**src/hw/pem_consts.svh**
```systemverilog
// Register offsets, field positions and reset values of the event mask block.
// Assumes inclusion by bare name from the design files.
`ifndef PEM_CONSTS_SVH
`define PEM_CONSTS_SVH

// ****************************************
// Register offsets
// ****************************************
`define PEM_OFS_SUMMARY   8'h00
`define PEM_OFS_MASK      8'h01
`define PEM_OFS_GLOB      8'h02
`define PEM_OFS_GLOB_COR  8'h03
`define PEM_OFS_CMD       8'h0B

// ****************************************
// Reset values
// ****************************************
`define PEM_MASK_RST      8'h80
`define PEM_GLOB_RST      8'h20

// ****************************************
// Field positions
// ****************************************
`define PEM_CMD_RELEASE   6
`define PEM_MB_PWR_EN     0
`define PEM_MB_PWR_GOOD   1
`define PEM_MB_DET        2
`define PEM_MB_CLASS      3
`define PEM_MB_DISC       4
`define PEM_MB_START      5
`define PEM_MB_IFAULT     6
`define PEM_MB_GLOBAL     7
`define PEM_GLOB_LSB      3

`endif

```
**src/hw/pem_pkg.sv**
```systemverilog
// Types shared by the event mask block.
// Assumes the constants header is compiled alongside.
package pem_pkg;

  // ****************************************
  // Block state
  // ****************************************
  typedef struct packed {
    logic [7:0]      mask;
    logic [3:0][6:0] port_ev;
    logic [7:0]      glob;
    logic            int_on;
    logic [7:0]      rdata;
  } pem_state_type;

endpackage

```
**src/hw/pem_gate.sv**
```systemverilog
// Per-class gate of new events onto the interrupt request.
// Assumes one new-event flag per class, indexed as the mask bits.
`timescale 1ns/1ps
module pem_gate #(
  parameter int N_CLASS = 8
) (
  input  wire logic [N_CLASS-1:0] class_hit,
  input  wire logic [N_CLASS-1:0] mask,
  output logic                    fire
);

  logic [N_CLASS-1:0] passed;

  // ****************************************
  // Gating per class
  // ****************************************
  genvar i;
  generate
    for (i = 0; i < N_CLASS; i++) begin : g_cls
      assign passed[i] = class_hit[i] & mask[i];
    end
  endgenerate

  assign fire = |passed;

endmodule

```
**src/hw/pem_top.sv**
```systemverilog
// Interrupt mask, event recording, summary and interrupt pin of a
// four-port power controller.
// Assumes a register port decoded from the serial interface, synchronous
// event pulses per port and global fault levels.
//
// Notes on behaviour
// - A mask bit at one lets its event class assert the interrupt pin.
// - A mask bit at zero blocks its class from the pin; events still recorded.
// - Writing one to command bit six deasserts the interrupt pin unless an unmasked event arrives in the same cycle.
// - Mask bit five gates start-fault events of every port.
// - Mask bit two gates detection-done events of all four ports.
// - Summary register shows per port a one while any event is pending.
// - Reading the clear-on-read global copy clears both copies; faults re-set.
`timescale 1ns/1ps
`include "pem_consts.svh"
module pem_top #(
  parameter int N_PORT = 4
) (
  input  wire logic              clk_sys,
  input  wire logic              reset,
  input  wire logic [7:0]        reg_addr,
  input  wire logic              reg_wr,
  input  wire logic [7:0]        reg_wdata,
  input  wire logic              reg_rd,
  output logic      [7:0]        reg_rdata,
  input  wire logic [N_PORT-1:0] ev_pwr_en,
  input  wire logic [N_PORT-1:0] ev_pwr_good,
  input  wire logic [N_PORT-1:0] ev_det_done,
  input  wire logic [N_PORT-1:0] ev_class_done,
  input  wire logic [N_PORT-1:0] ev_disconnect,
  input  wire logic [N_PORT-1:0] ev_start_fault,
  input  wire logic [N_PORT-1:0] ev_ifault,
  input  wire logic [N_PORT-1:0] port_ev_clear,
  input  wire logic              overtemp,
  input  wire logic              fet_fail,
  input  wire logic              logic_rail_lockout,
  input  wire logic              main_rail_lockout,
  input  wire logic              thermal_shutdown,
  output logic                   int_n,
  output logic      [7:0]        event_interrupt_mask
);

  pem_pkg::pem_state_type st;
  pem_pkg::pem_state_type next_st;

  logic [3:0][6:0] port_in;
  logic [7:0]      class_hit;
  logic [4:0]      glob_in;
  logic [3:0]      summary;
  logic            fire;
  logic            wr_mask;
  logic            release_int;
  logic            rd_cor;

  // ****************************************
  // Event inputs per port and class
  // ****************************************
  genvar p;
  generate
    for (p = 0; p < 4; p++) begin : g_port
      assign port_in[p] = {ev_ifault[p], ev_start_fault[p],
                           ev_disconnect[p], ev_class_done[p],
                           ev_det_done[p], ev_pwr_good[p], ev_pwr_en[p]};
      assign summary[p] = |st.port_ev[p];
    end
  endgenerate

  assign glob_in = {overtemp, fet_fail, logic_rail_lockout,
                    main_rail_lockout, thermal_shutdown};

  // ****************************************
  // Class hits
  // ****************************************
  // class collection
  assign class_hit[`PEM_MB_PWR_EN]   = |ev_pwr_en;
  assign class_hit[`PEM_MB_PWR_GOOD] = |ev_pwr_good;
  assign class_hit[`PEM_MB_DET]      = |ev_det_done;
  assign class_hit[`PEM_MB_CLASS]    = |ev_class_done;
  assign class_hit[`PEM_MB_DISC]     = |ev_disconnect;
  assign class_hit[`PEM_MB_START]    = |ev_start_fault;
  assign class_hit[`PEM_MB_IFAULT]   = |ev_ifault;
  assign class_hit[`PEM_MB_GLOBAL]   = |(glob_in[4:1] & ~st.glob[7:4]);

  pem_gate #(
    .N_CLASS (8)
  ) u_gate (
    .class_hit (class_hit),
    .mask      (st.mask),
    .fire      (fire)
  );

  assign wr_mask     = reg_wr && (reg_addr == `PEM_OFS_MASK);
  assign release_int = reg_wr && (reg_addr == `PEM_OFS_CMD)
                       && reg_wdata[`PEM_CMD_RELEASE];
  assign rd_cor      = reg_rd && (reg_addr == `PEM_OFS_GLOB_COR);

  // ****************************************
  // Next state
  // ****************************************
  always_comb begin
    next_st = st;
    if (wr_mask) begin
      next_st.mask = reg_wdata;
    end
    for (int i = 0; i < 4; i++) begin
      if (port_ev_clear[i]) begin
        next_st.port_ev[i] = 7'h00;
      end
      next_st.port_ev[i] = next_st.port_ev[i] | port_in[i];
    end
    if (rd_cor) begin
      next_st.glob = 8'h00;
    end else begin
      next_st.glob[7:`PEM_GLOB_LSB] = st.glob[7:`PEM_GLOB_LSB] | glob_in;
    end
    if (release_int) begin
      next_st.int_on = 1'b0;
    end
    if (fire) begin
      next_st.int_on = 1'b1;
    end
    if (reg_rd) begin
      case (reg_addr)
        `PEM_OFS_SUMMARY: begin
          next_st.rdata = {st.glob[7:4], summary};
        end
        `PEM_OFS_MASK: begin
          next_st.rdata = st.mask;
        end
        `PEM_OFS_GLOB, `PEM_OFS_GLOB_COR: begin
          next_st.rdata = st.glob;
        end
        default: begin
          next_st.rdata = 8'h00;
        end
      endcase
    end
  end

  // ****************************************
  // State register
  // ****************************************
  always_ff @(posedge clk_sys) begin
    if (reset) begin
      st.mask    <= `PEM_MASK_RST;
      st.port_ev <= '0;
      st.glob    <= `PEM_GLOB_RST;
      st.int_on  <= 1'b0;
      st.rdata   <= 8'h00;
    end else begin
      st <= next_st;
    end
  end

  assign reg_rdata            = st.rdata;
  assign int_n                = ~st.int_on;
  assign event_interrupt_mask = st.mask;

  // ****************************************
  // Assertions
  // ****************************************
  AST_MASK_PASS:
    assert property (@(posedge clk_sys) disable iff (reset)
      (|(class_hit & st.mask)) |=> !int_n)
    else $error("Unmasked event did not assert interrupt");

  AST_MASK_BLOCK:
    assert property (@(posedge clk_sys) disable iff (reset)
      (int_n && !fire && !st.mask[`PEM_MB_START] && ev_start_fault[1])
      |=> (int_n && st.port_ev[1][`PEM_MB_START]))
    else $error("Masked start fault not blocked or not recorded");

  AST_RELEASE:
    assert property (@(posedge clk_sys) disable iff (reset)
      (release_int && !fire) |=> int_n)
    else $error("Release write did not deassert interrupt");

  AST_START_GATE:
    assert property (@(posedge clk_sys) disable iff (reset)
      (st.mask[`PEM_MB_START] && (|ev_start_fault)) |=> !int_n)
    else $error("Start fault did not reach interrupt");

  AST_DET_GATE:
    assert property (@(posedge clk_sys) disable iff (reset)
      (int_n && class_hit == 8'h04
       && !st.mask[`PEM_MB_DET]) |=> int_n)
    else $error("Masked detection event asserted interrupt");

  AST_IFAULT_GATE:
    assert property (@(posedge clk_sys) disable iff (reset)
      (st.mask[`PEM_MB_IFAULT] && |ev_ifault) ##1 !release_int
      |=> !int_n)
    else $error("Current fault did not hold interrupt");

  AST_GLOBAL_GATE:
    assert property (@(posedge clk_sys) disable iff (reset)
      (st.mask[`PEM_MB_GLOBAL] && overtemp && !st.glob[7]) |=> !int_n)
    else $error("Global event did not reach interrupt");

  AST_SUMMARY:
    assert property (@(posedge clk_sys) disable iff (reset)
      (reg_rd && reg_addr == `PEM_OFS_SUMMARY && (|st.port_ev[2]))
      |=> reg_rdata[2])
    else $error("Summary flag missing for pending port");

  AST_COR_CLEAR:
    assert property (@(posedge clk_sys) disable iff (reset)
      rd_cor |=> (st.glob == 8'h00))
    else $error("Clear-on-read did not clear global events");

endmodule

```
**config.mk**
```make
export PLATFORM = sky130hd
export DESIGN_NAME = pem_top
export DESIGN_NICKNAME = d
export VERILOG_FILES = /design/src/hw/pem_pkg.sv /design/src/hw/pem_gate.sv /design/src/hw/pem_top.sv
export VERILOG_INCLUDE_DIRS = /design/src /design/src/hw
export SDC_FILE = /design/constraint.sdc
export NUM_CORES = 1
export LEC_CHECK = 0
export BUFFER_PORTS_ARGS = -buffer_cell sky130_fd_sc_hd__buf_4
export CORE_ASPECT_RATIO = 0.7
export CORE_MARGIN = 2
export CORE_UTILIZATION = 35
export CTS_BUF_LIST = sky130_fd_sc_hd__clkbuf_16
export CTS_CLUSTER_DIAMETER = 40
export DETAILED_ROUTE_END_ITERATION = 12
export GPL_ROUTABILITY_DRIVEN = 1
export SLEW_MARGIN = 20
export SYNTH_ARGS = -nofsm -noshare
export SYNTH_HDL_FRONTEND = slang
export SYNTH_HIERARCHICAL = 1
export SYNTH_SLANG_ARGS = --single-unit
```
**constraint.sdc**
```tcl
create_clock -name clk_sys -period 1.74 [get_ports clk_sys]
set_clock_uncertainty 0.05 [all_clocks]
set_input_delay 0.087 -clock clk_sys [delete_from_list [all_inputs] [get_ports clk_sys]]
set_output_delay 0.087 -clock clk_sys [all_outputs]
set_load 0.1 [all_outputs]
```
## Yosys cells after proc, flatten, opt, wreduce, memory -nomap -nowiden

Index checks and enable logic that the tools add are counted.

- Eq/ne operators: 4
- Muxes and demuxes: 8
- Bitwise logic cells: 16
- Reduce and logical (&&, ||, !) cells: 21

Operators with widths:

| cell | number |
|---|---|
| 4-bit OR reduction | 8 |
| 7-bit 2-to-1 mux | 4 |
| 7-bit bitwise OR | 4 |
| 7-bit OR reduction | 4 |
| 8-bit one-hot mux with 3 select lines | 1 |
| 8-bit by 2-bit equality test with 1-bit output, second input constant | 2 |
| 1-bit AND | 8 |
| 8-bit by 1-bit equality test with 1-bit output, second input constant | 1 |
| 8-bit by 4-bit equality test with 1-bit output, second input constant | 1 |
| 8-bit logical NOT | 1 |
| 8-bit OR reduction | 1 |
| 5-bit bitwise OR | 1 |
| 4-bit AND | 1 |
| 1-bit logical AND | 4 |
| 4-bit inverter | 1 |
| 2-bit OR reduction | 2 |
| 3-bit 2-to-1 mux | 1 |
| 1-bit 2-to-1 mux | 2 |
| 2-bit nonzero test | 1 |
| 1-bit inverter | 1 |

- Register bits after elaboration: 50
- Output and inout port bits: 17
- Word-level logic and storage cells: 58

## Depth between registers and ports, before layout

Gate-level depths: netlist of the first run.

- Depth after elaboration: 6
- Mapped depth: 7
- Mapped depth without buffers: 7

## Hierarchy

The synthesis of the first run kept the hierarchy.

Modules (own cells, without submodules):

| module | times used | cells each | area each (sq um) | seq. area each (sq um) |
|---|---|---|---|---|
| pem_top | 1 | 228 | 2063.2 | 1001.0 |
| pem_gate | 1 | 5 | 36.3 | 0.0 |

## Worst setup path after synthesis of the first run

Ideal clock, no wire load.

- Path kind: input to register
- Start: input port reg_addr[5]
- End: register, netlist name event_interrupt_mask[0]
- Setup time: 0.072 ns
- Arrival time: 1.380 ns
- Required time: 1.618 ns
- Slack: 0.238 ns
- Stages on the path: 3
- Cell sequence: or4_4 -> nor4_4 -> mux2i_1

- Cells in the longest elaborated chain, start to end: 2

Ends and longest elaborated chain:

| element | RTL line | text |
|---|---|---|
| start, declared | pem_top.sv:21 | `input wire logic [7:0] reg_addr,` |
| 8-bit by 1-bit equality test with 1-bit output | -- |  |
| 1-bit logical AND | pem_top.sv:92 | `` assign wr_mask = reg_wr && (reg_addr == `PEM_OFS_MASK); `` |

No other way between the ends.
A chain may end at the register's enable or synchronous reset.

## Final worst setup path of the first run

- Start: input port ev_pwr_en[3]
- End: register st[8] in the netlist's numbering

- Cells in the longest elaborated chain, start to end: 4
- Elaborated cells between the ends (all ways): 5
- Classes of those cells: mux (1); bitwise (1); reduce/logical (3)

Ends and longest elaborated chain:

| element | RTL line | text |
|---|---|---|
| start, declared | pem_top.sv:26 | `input wire logic [N_PORT-1:0] ev_pwr_en,` |
| 4-bit OR reduction (*) | pem_top.sv:75 | `` assign class_hit[`PEM_MB_PWR_EN] = \|ev_pwr_en; `` |
| net class_hit[0] | pem_top.sv:47 | `logic [7:0] class_hit;` |
| 1-bit AND (*) | pem_gate.sv:20 | `assign passed[i] = class_hit[i] & mask[i];` |
| 8-bit OR reduction (*) | pem_gate.sv:24 | `assign fire = \|passed;` |
| net fire | pem_top.sv:50 | `logic fire;` |
| 1-bit 2-to-1 mux / 2-bit nonzero test (equally long branches) | -- |  |
| end signal, assigned | pem_top.sv:151 | `st <= next_st;` |
| end, declared | pem_top.sv:43 | `pem_pkg::pem_state_type st;` |

The timed path passes the listed nets; every way through them passes the cells marked *.

==> results of run 1 <==
-- metrics by stage --
| step | hold slack [ns] | cells | utilization, % | cell area [um^2] |
|---|---|---|---|---|
| 4_1_cts | 0.0120 | 401 | 53.5 | 3080 |
| 2_1_floorplan | 0.141 | 233 | - | 2100 |
| 6_report | 0.00926 | 401 | 53.6 | 3090 |
| 3_5_place_dp | 0.237 | 361 | 45.4 | 2620 |
| 5_1_grt | 0.0277 | 401 | 53.6 | 3090 |
| 3_3_place_gp | 0.235 | 361 | 45.4 | 2620 |
-- metal layers --
layer,vias up,wire [um]
li1,991,-
met1,865,2970
met2,62,2500
met3,4,382
met4,0,48
met5,-,0
-- power groups by stage --
stage | Sequential [mW] | Clock [mW] | Combinational [mW]
after floorplan | 1.24 | 0 | 0.141
after global placement | 1.25 | 0 | 0.292
after detailed placement | 1.25 | 0 | 0.295
after CTS | 1.22 | 0.968 | 0.353
after global routing | 1.23 | 1.01 | 0.386
final | 1.22 | 0.948 | 0.355
-- cell families (layout without fill, tap and decap cells) --
| logic type | after synthesis | in the layout |
|---|---|---|
| and+or+nand+nor | 82 | 82 |
| AOI/OAI and AO/OA | 55 | 55 |
| DFF | 50 | 50 |
| buffers and inverters | 34 | 127 |
| muxes | 12 | 12 |
-- final cells by class --
cell class                 instances  area share (%)
inverter                          11            1.34
multi-input combinational        149            29.6
timing repair buffer             108            28.9
tap                               75            3.04
sequential                        50            32.4
clock buffer                       5            4.05
clock inverter                     3           0.689
-- worst max-delay path, stage by stage --
cell and delay [ns]:
dlygate4sd3_1 0.55, buf_4 0.15, or4_1 0.52, a22oi_1 0.20
nand4_1 0.13, inv_1 0.07, a21oi_1 0.05
-- cell usage in the layout (no fill, tap or decap), types with 3 or more instances in the layout --
cell           Yosys  layout
a2bb2oi_1          3       3
o21a_1             4       4
nand2b_1          15      15
nand2_1            6       6
a31oi_1            3       3
dlygate4sd3_1      0      32
o21ai_0            4       4
a22oi_1            5       5
inv_1             11      11
clkbuf_16          0       5
dfxtp_1           50      50
mux2i_1           12      12
nor4_1             7       7
buf_4             16      76
nor2_1            33      33
a22o_1             3       3
a21oi_1           29      29
or4_1              9       9
-- timing repair --
item	CTS	global route
hold buffers	32	0
hold endpoints to repair	32	0
setup endpoints to repair	0	3
resized for setup	0	1
-- flip-flops by register name, indices dropped and copies added (netlist names) --
signal / cells
event_interrupt_mask: 8
reg_rdata: 8
st: 34
-- worst paths after layout --
check                   startpoint           end  slack [ns]  cells past startpoint
setup reg to reg            st[41]  reg_rdata[3]        0.40                      3
hold / removal    ev_class_done[3]        st[41]       0.009                      3
setup / recovery      ev_pwr_en[3]         st[8]        0.09                      7
hold reg to reg       reg_rdata[6]  reg_rdata[6]        0.41                      2
==> impl_metrics.ini, run 1 <==
[final_layout]
nNetsFinal = 382
fill_cells = 537
diodes = 0
register_area_um2 = 1000
syn2layout_area_growth_pct = 47.0
drive_above_1_share_pct = 27.3
multi_input_area_um2 = 913

[critical_path]
cp.arrival_ns = 1.76
cp.required_ns = 1.85
worstSetupPathType = in -> reg
path_max_fanout = 2
crit_path_start_kind = input pin
crit_path_end_kind = register

[grt]
grt_pass1_vias = 1760
grt_use_total_pct = 17.8
met3_usage_pct = 3.48
grt_overflow = 0
busiest_layer = met1
antenna_found_initial = 0
grt_pass1_wl_mm = 8.71
met2_usage_pct = 25.6
use_met1_pct = 26.9
grt_max_degree = 48

[drt]
finalWirelength_mm = 5.91
drtAntennaViolNets = 0
drtIter0Drc = 90
viasPerCell = 4.79
vias = 1922
post_drt_wl_per_cell_um = 14.7
drc_errors = 0
drt_pass1_iterations = 4

[sta]
worst_slack_ns = 0.0860
finalSetupTns_ns = 0
slew-limit-headroom_pct = 69.2
setup-violations-final = 0
max_freq_mhz = 605
tightest_slew_ns = 0.460
rsz0062_at_grt = false
finalHoldViolCount = 0
layout_min_cycle_time_ns = 1.65
finalCritPeriodShare_pct = 95.1
slew_viol_final = 0

[synth]
avgSynthCellArea_um2 = 9.01
yosysTopAreaCellShare_pct = 47.7
ys_ff_latch = 50
ys.flop_type = dfxtp_1
synth.distinct_cells = 34
synthAdderAreaFrac_pct = 0
syn_inst = 233
yosysMostFrequentCell = dfxtp_1
synth_top_area_cell = dfxtp_1
synth_compound_area_share_pct = 16.0
synth.area.mux_share_pct = 5.72
syn_nets = 290
synthXorXnorAreaFrac_pct = 0
synth_area_leaders = dfxtp_1 48%, a21oi_1 6.9%, nor2_1 5.9%
synth.yosys.seq_area_share_pct = 47.7
syn_area_um2 = 2100
synth_common_cells = 50 x dfxtp_1, 33 x nor2_1, 29 x a21oi_1
synth_top_family_by_area = simple AND/OR/NAND/NOR gates
yosys_warnings = 6
synth-simple-area-share_pct = 21.6
async_reset_ff_share_pct = 0
synth_edf_count = 0

[pwr]
power.leakage_nw = 1.33
ir_drop_mv = 0.398
sw_frac_of_total_pct = 23.9
p_seq_share_pct = 48.4
p_switching_mw = 0.605
combPwrFrac_pct = 14.0
p_int_mw = 1.92
clockPowerShare_pct = 37.5
power_density_nw_per_um2 = 819
finalPower_mw = 2.53

[cts]
cts_htree_levels = 2
cts.clk_slew.worst_paths_ns = 0.07
clock_sinks = 50
cts_tree = yes
cts_setup_buffers = 0
clock_tree.buffer_depth = 2
numCtsBuffers = 5
clk_latency_ns = 0.29
cts_root_buffer = clkbuf_16

[floorplanning]
die_area_um2 = 6640
die_h_um = 68.8
fp-row-count = 23
ios = 74
start_util_pct = 36.5
core_area_um2 = 5760
die-width_um = 96.6

[place]
portBuffers = 73
gp_congestion = 0.799
hpwl_mm = 4.33
place_ws_ns = 0.197

[outcome]
status = complete, no violations

[job]
cap_violations = 0

[hold_path]
min_path_type = in -> reg
Power figures use the tool's default switching activity.
==> run 2, diff against run 1 <==
--- a/config.mk
+++ b/config.mk
@@ -9,11 +9,12 @@
 export BUFFER_PORTS_ARGS = -buffer_cell sky130_fd_sc_hd__buf_4
 export CORE_ASPECT_RATIO = 0.7
 export CORE_MARGIN = 2
-export CORE_UTILIZATION = 35
+export CORE_UTILIZATION = 49
 export CTS_BUF_LIST = sky130_fd_sc_hd__clkbuf_16
 export CTS_CLUSTER_DIAMETER = 40
 export DETAILED_ROUTE_END_ITERATION = 12
 export GPL_ROUTABILITY_DRIVEN = 1
+export PLACE_DENSITY = 0.79
 export SLEW_MARGIN = 20
 export SYNTH_ARGS = -nofsm -noshare
 export SYNTH_HDL_FRONTEND = slang
==> impl_metrics.ini, run 2 (same netlist as run 1, synthesis figures left out) <==
[outcome]
status = complete, but fails checks
violations = negative setup slack

[sta]
max_freq_mhz = 566
layout_min_cycle_time_ns = 1.77
rsz0062_at_grt = true
finalHoldViolCount = 0
finalCritPeriodShare_pct = 102
slew_viol_final = 0
worst_slack_ns = -0.0262
holdWs_ns = 0.00813
setup-violations-final = 1
slew-limit-headroom_pct = 70.0
tightest_slew_ns = 0.449

[drt]
post_drt_wl_per_cell_um = 16.5
drtIter0Drc = 238
drt_pass1_iterations = 5
vias = 2089
viasPerCell = 5.53
finalWirelength_mm = 6.24
drtAntennaViolNets = 0
drc_errors = 0

[grt]
antenna_found_initial = 0
grt_overflow = 0
grt_pass1_wl_mm = 9.54
grt_use_total_pct = 26.9
grt_max_degree = 50
grt_pass1_vias = 1943

[final_layout]
final_cell_mix = 76 x buf_4, 50 x dfxtp_1, 33 x nor2_1
drive_above_1_share_pct = 27.9
largest_reg_flops = 34
diodes = 0
fin_cells = 378
syn2layout_area_growth_pct = 47.2
nNetsFinal = 382
largest_register = st
postLayoutCoreUtil_pct = 76.9
final_common_cell = buf_4

[cts]
cts_setup_buffers = 0
numCtsBuffers = 5
clock_tree.buffer_depth = 2
cts_tree = yes
cts.clk_slew.worst_paths_ns = 0.06
clock_sinks = 50
cts_htree_levels = 2
clk_latency_ns = 0.28
cts_root_buffer = clkbuf_16

[critical_path]
cpPeakStageDelay_ns = 0.54
critical_path_buf_inv_count = 3
crit_chain = dlygate4sd3_1, buf_4, or4_1, a22oi_1, nand4_1, inv_1, a21oi_1
crit_path_start_kind = input pin
r2r-start = st[41]
worstSetupPathType = in -> reg
crit_family = buffers and inverters
path_max_fanout = 2
cp.arrival_ns = 1.87
reg2reg_depth = 3
crit_path_end_kind = register
critPathSlowestCell = dlygate4sd3_1
cp.required_ns = 1.84
r2r-end = reg_rdata[3]
reg2reg_slack_ns = 0.37

[pwr]
finalPower_mw = 2.67
ir_drop_mv = 0.714
power.leakage_nw = 1.35
power_density_nw_per_um2 = 863

[floorplanning]
die-width_um = 82.2
fp-row-count = 19
die_h_um = 58.8
core_area_um2 = 4020
start_util_pct = 52.3
ios = 74
die_area_um2 = 4830

[place]
dp_cells = 338
gp_congestion = 0.819
portBuffers = 73
hpwl_mm = 4.06
place_ws_ns = 0.195

[hold_path]
hp-start = reg_wdata[7]
min_to = event_interrupt_mask[7]
holdPathStages = 3
min_path_type = in -> reg

[job]
cap_violations = 0
-- run 2: cell count changes in the layout (fill, tap and decap cells not counted) --
cell / change
or4_1: -2
or4_4: +2
a22oi_1: -1
a22oi_2: +1
bufinv_16: +1
clkinv_2: -1
clkinv_4: -1
inv_1: +1
-- run 2: layout make-up --
type,count,area [um^2]
clock buffers,5,125
clock inverters,3,41.3
fillers,268,927
inverters,11,41.3
multi-input cells,149,926
flip-flops and latches,50,1000
well taps,52,65.1
repair buffers,108,891
-- run 2: per-stage QoR --
stage | area (um^2) | TNS (ns)
5_1_grt | 3090 | -0.127
3_5_place_dp | 2590 | 0
2_1_floorplan | 2100 | 0
4_1_cts | 3070 | 0
6_report | 3090 | -0.0262
3_3_place_gp | 2590 | 0
-- run 2: worst max-delay path by stage --
| stage | startpoint | endpoint | depth (start not counted) |
|---|---|---|---|
| 2_1_floorplan | reg_addr[5] | event_interrupt_mask[0] | 3 |
| 3_3_place_gp | reg_addr[5] | event_interrupt_mask[2] | 5 |
| 3_5_place_dp | reg_addr[5] | event_interrupt_mask[6] | 5 |
| 4_1_cts | reg_addr[1] | reg_rdata[1] | 5 |
| 5_1_grt | ev_pwr_en[3] | st[8] | 7 |
| 6_report | ev_pwr_en[3] | st[8] | 7 |
-- run 2: worst reg2reg max path, cell delays in order (launching register included) --
cell and delay [ns]:
dfxtp_1 0.31, or4_1 0.54, o22ai_1 0.25, o31ai_1 0.10
-- run 2: power breakdown --
| group | internal, mW | switching [mW] | total (mW) |
|---|---|---|---|
| Combinational | 0.196 | 0.170 | 0.366 |
| Clock | 0.672 | 0.401 | 1.07 |
| Sequential | 1.20 | 0.0298 | 1.23 |
| Total | 2.07 | 0.601 | 2.67 |
-- run 2: timing repair --
item                                   in CTS  in global routing
hold buffers                               32                  0
endpoints found under the hold margin      32                  0
resized for setup                           0                  4
setup endpoints to repair                   0                  4
-- run 2: layer usage --
layer / track usage [%] / part of all wire (%) / vias to the layer above
li1: - / - / 995
met1: 37.6 / 44 / 958
met2: 40.2 / 44 / 118
met3: 6.29 / 9.0 / 18
met4: 10.5 / 2.7 / 0
met5: 0 / 0 / -
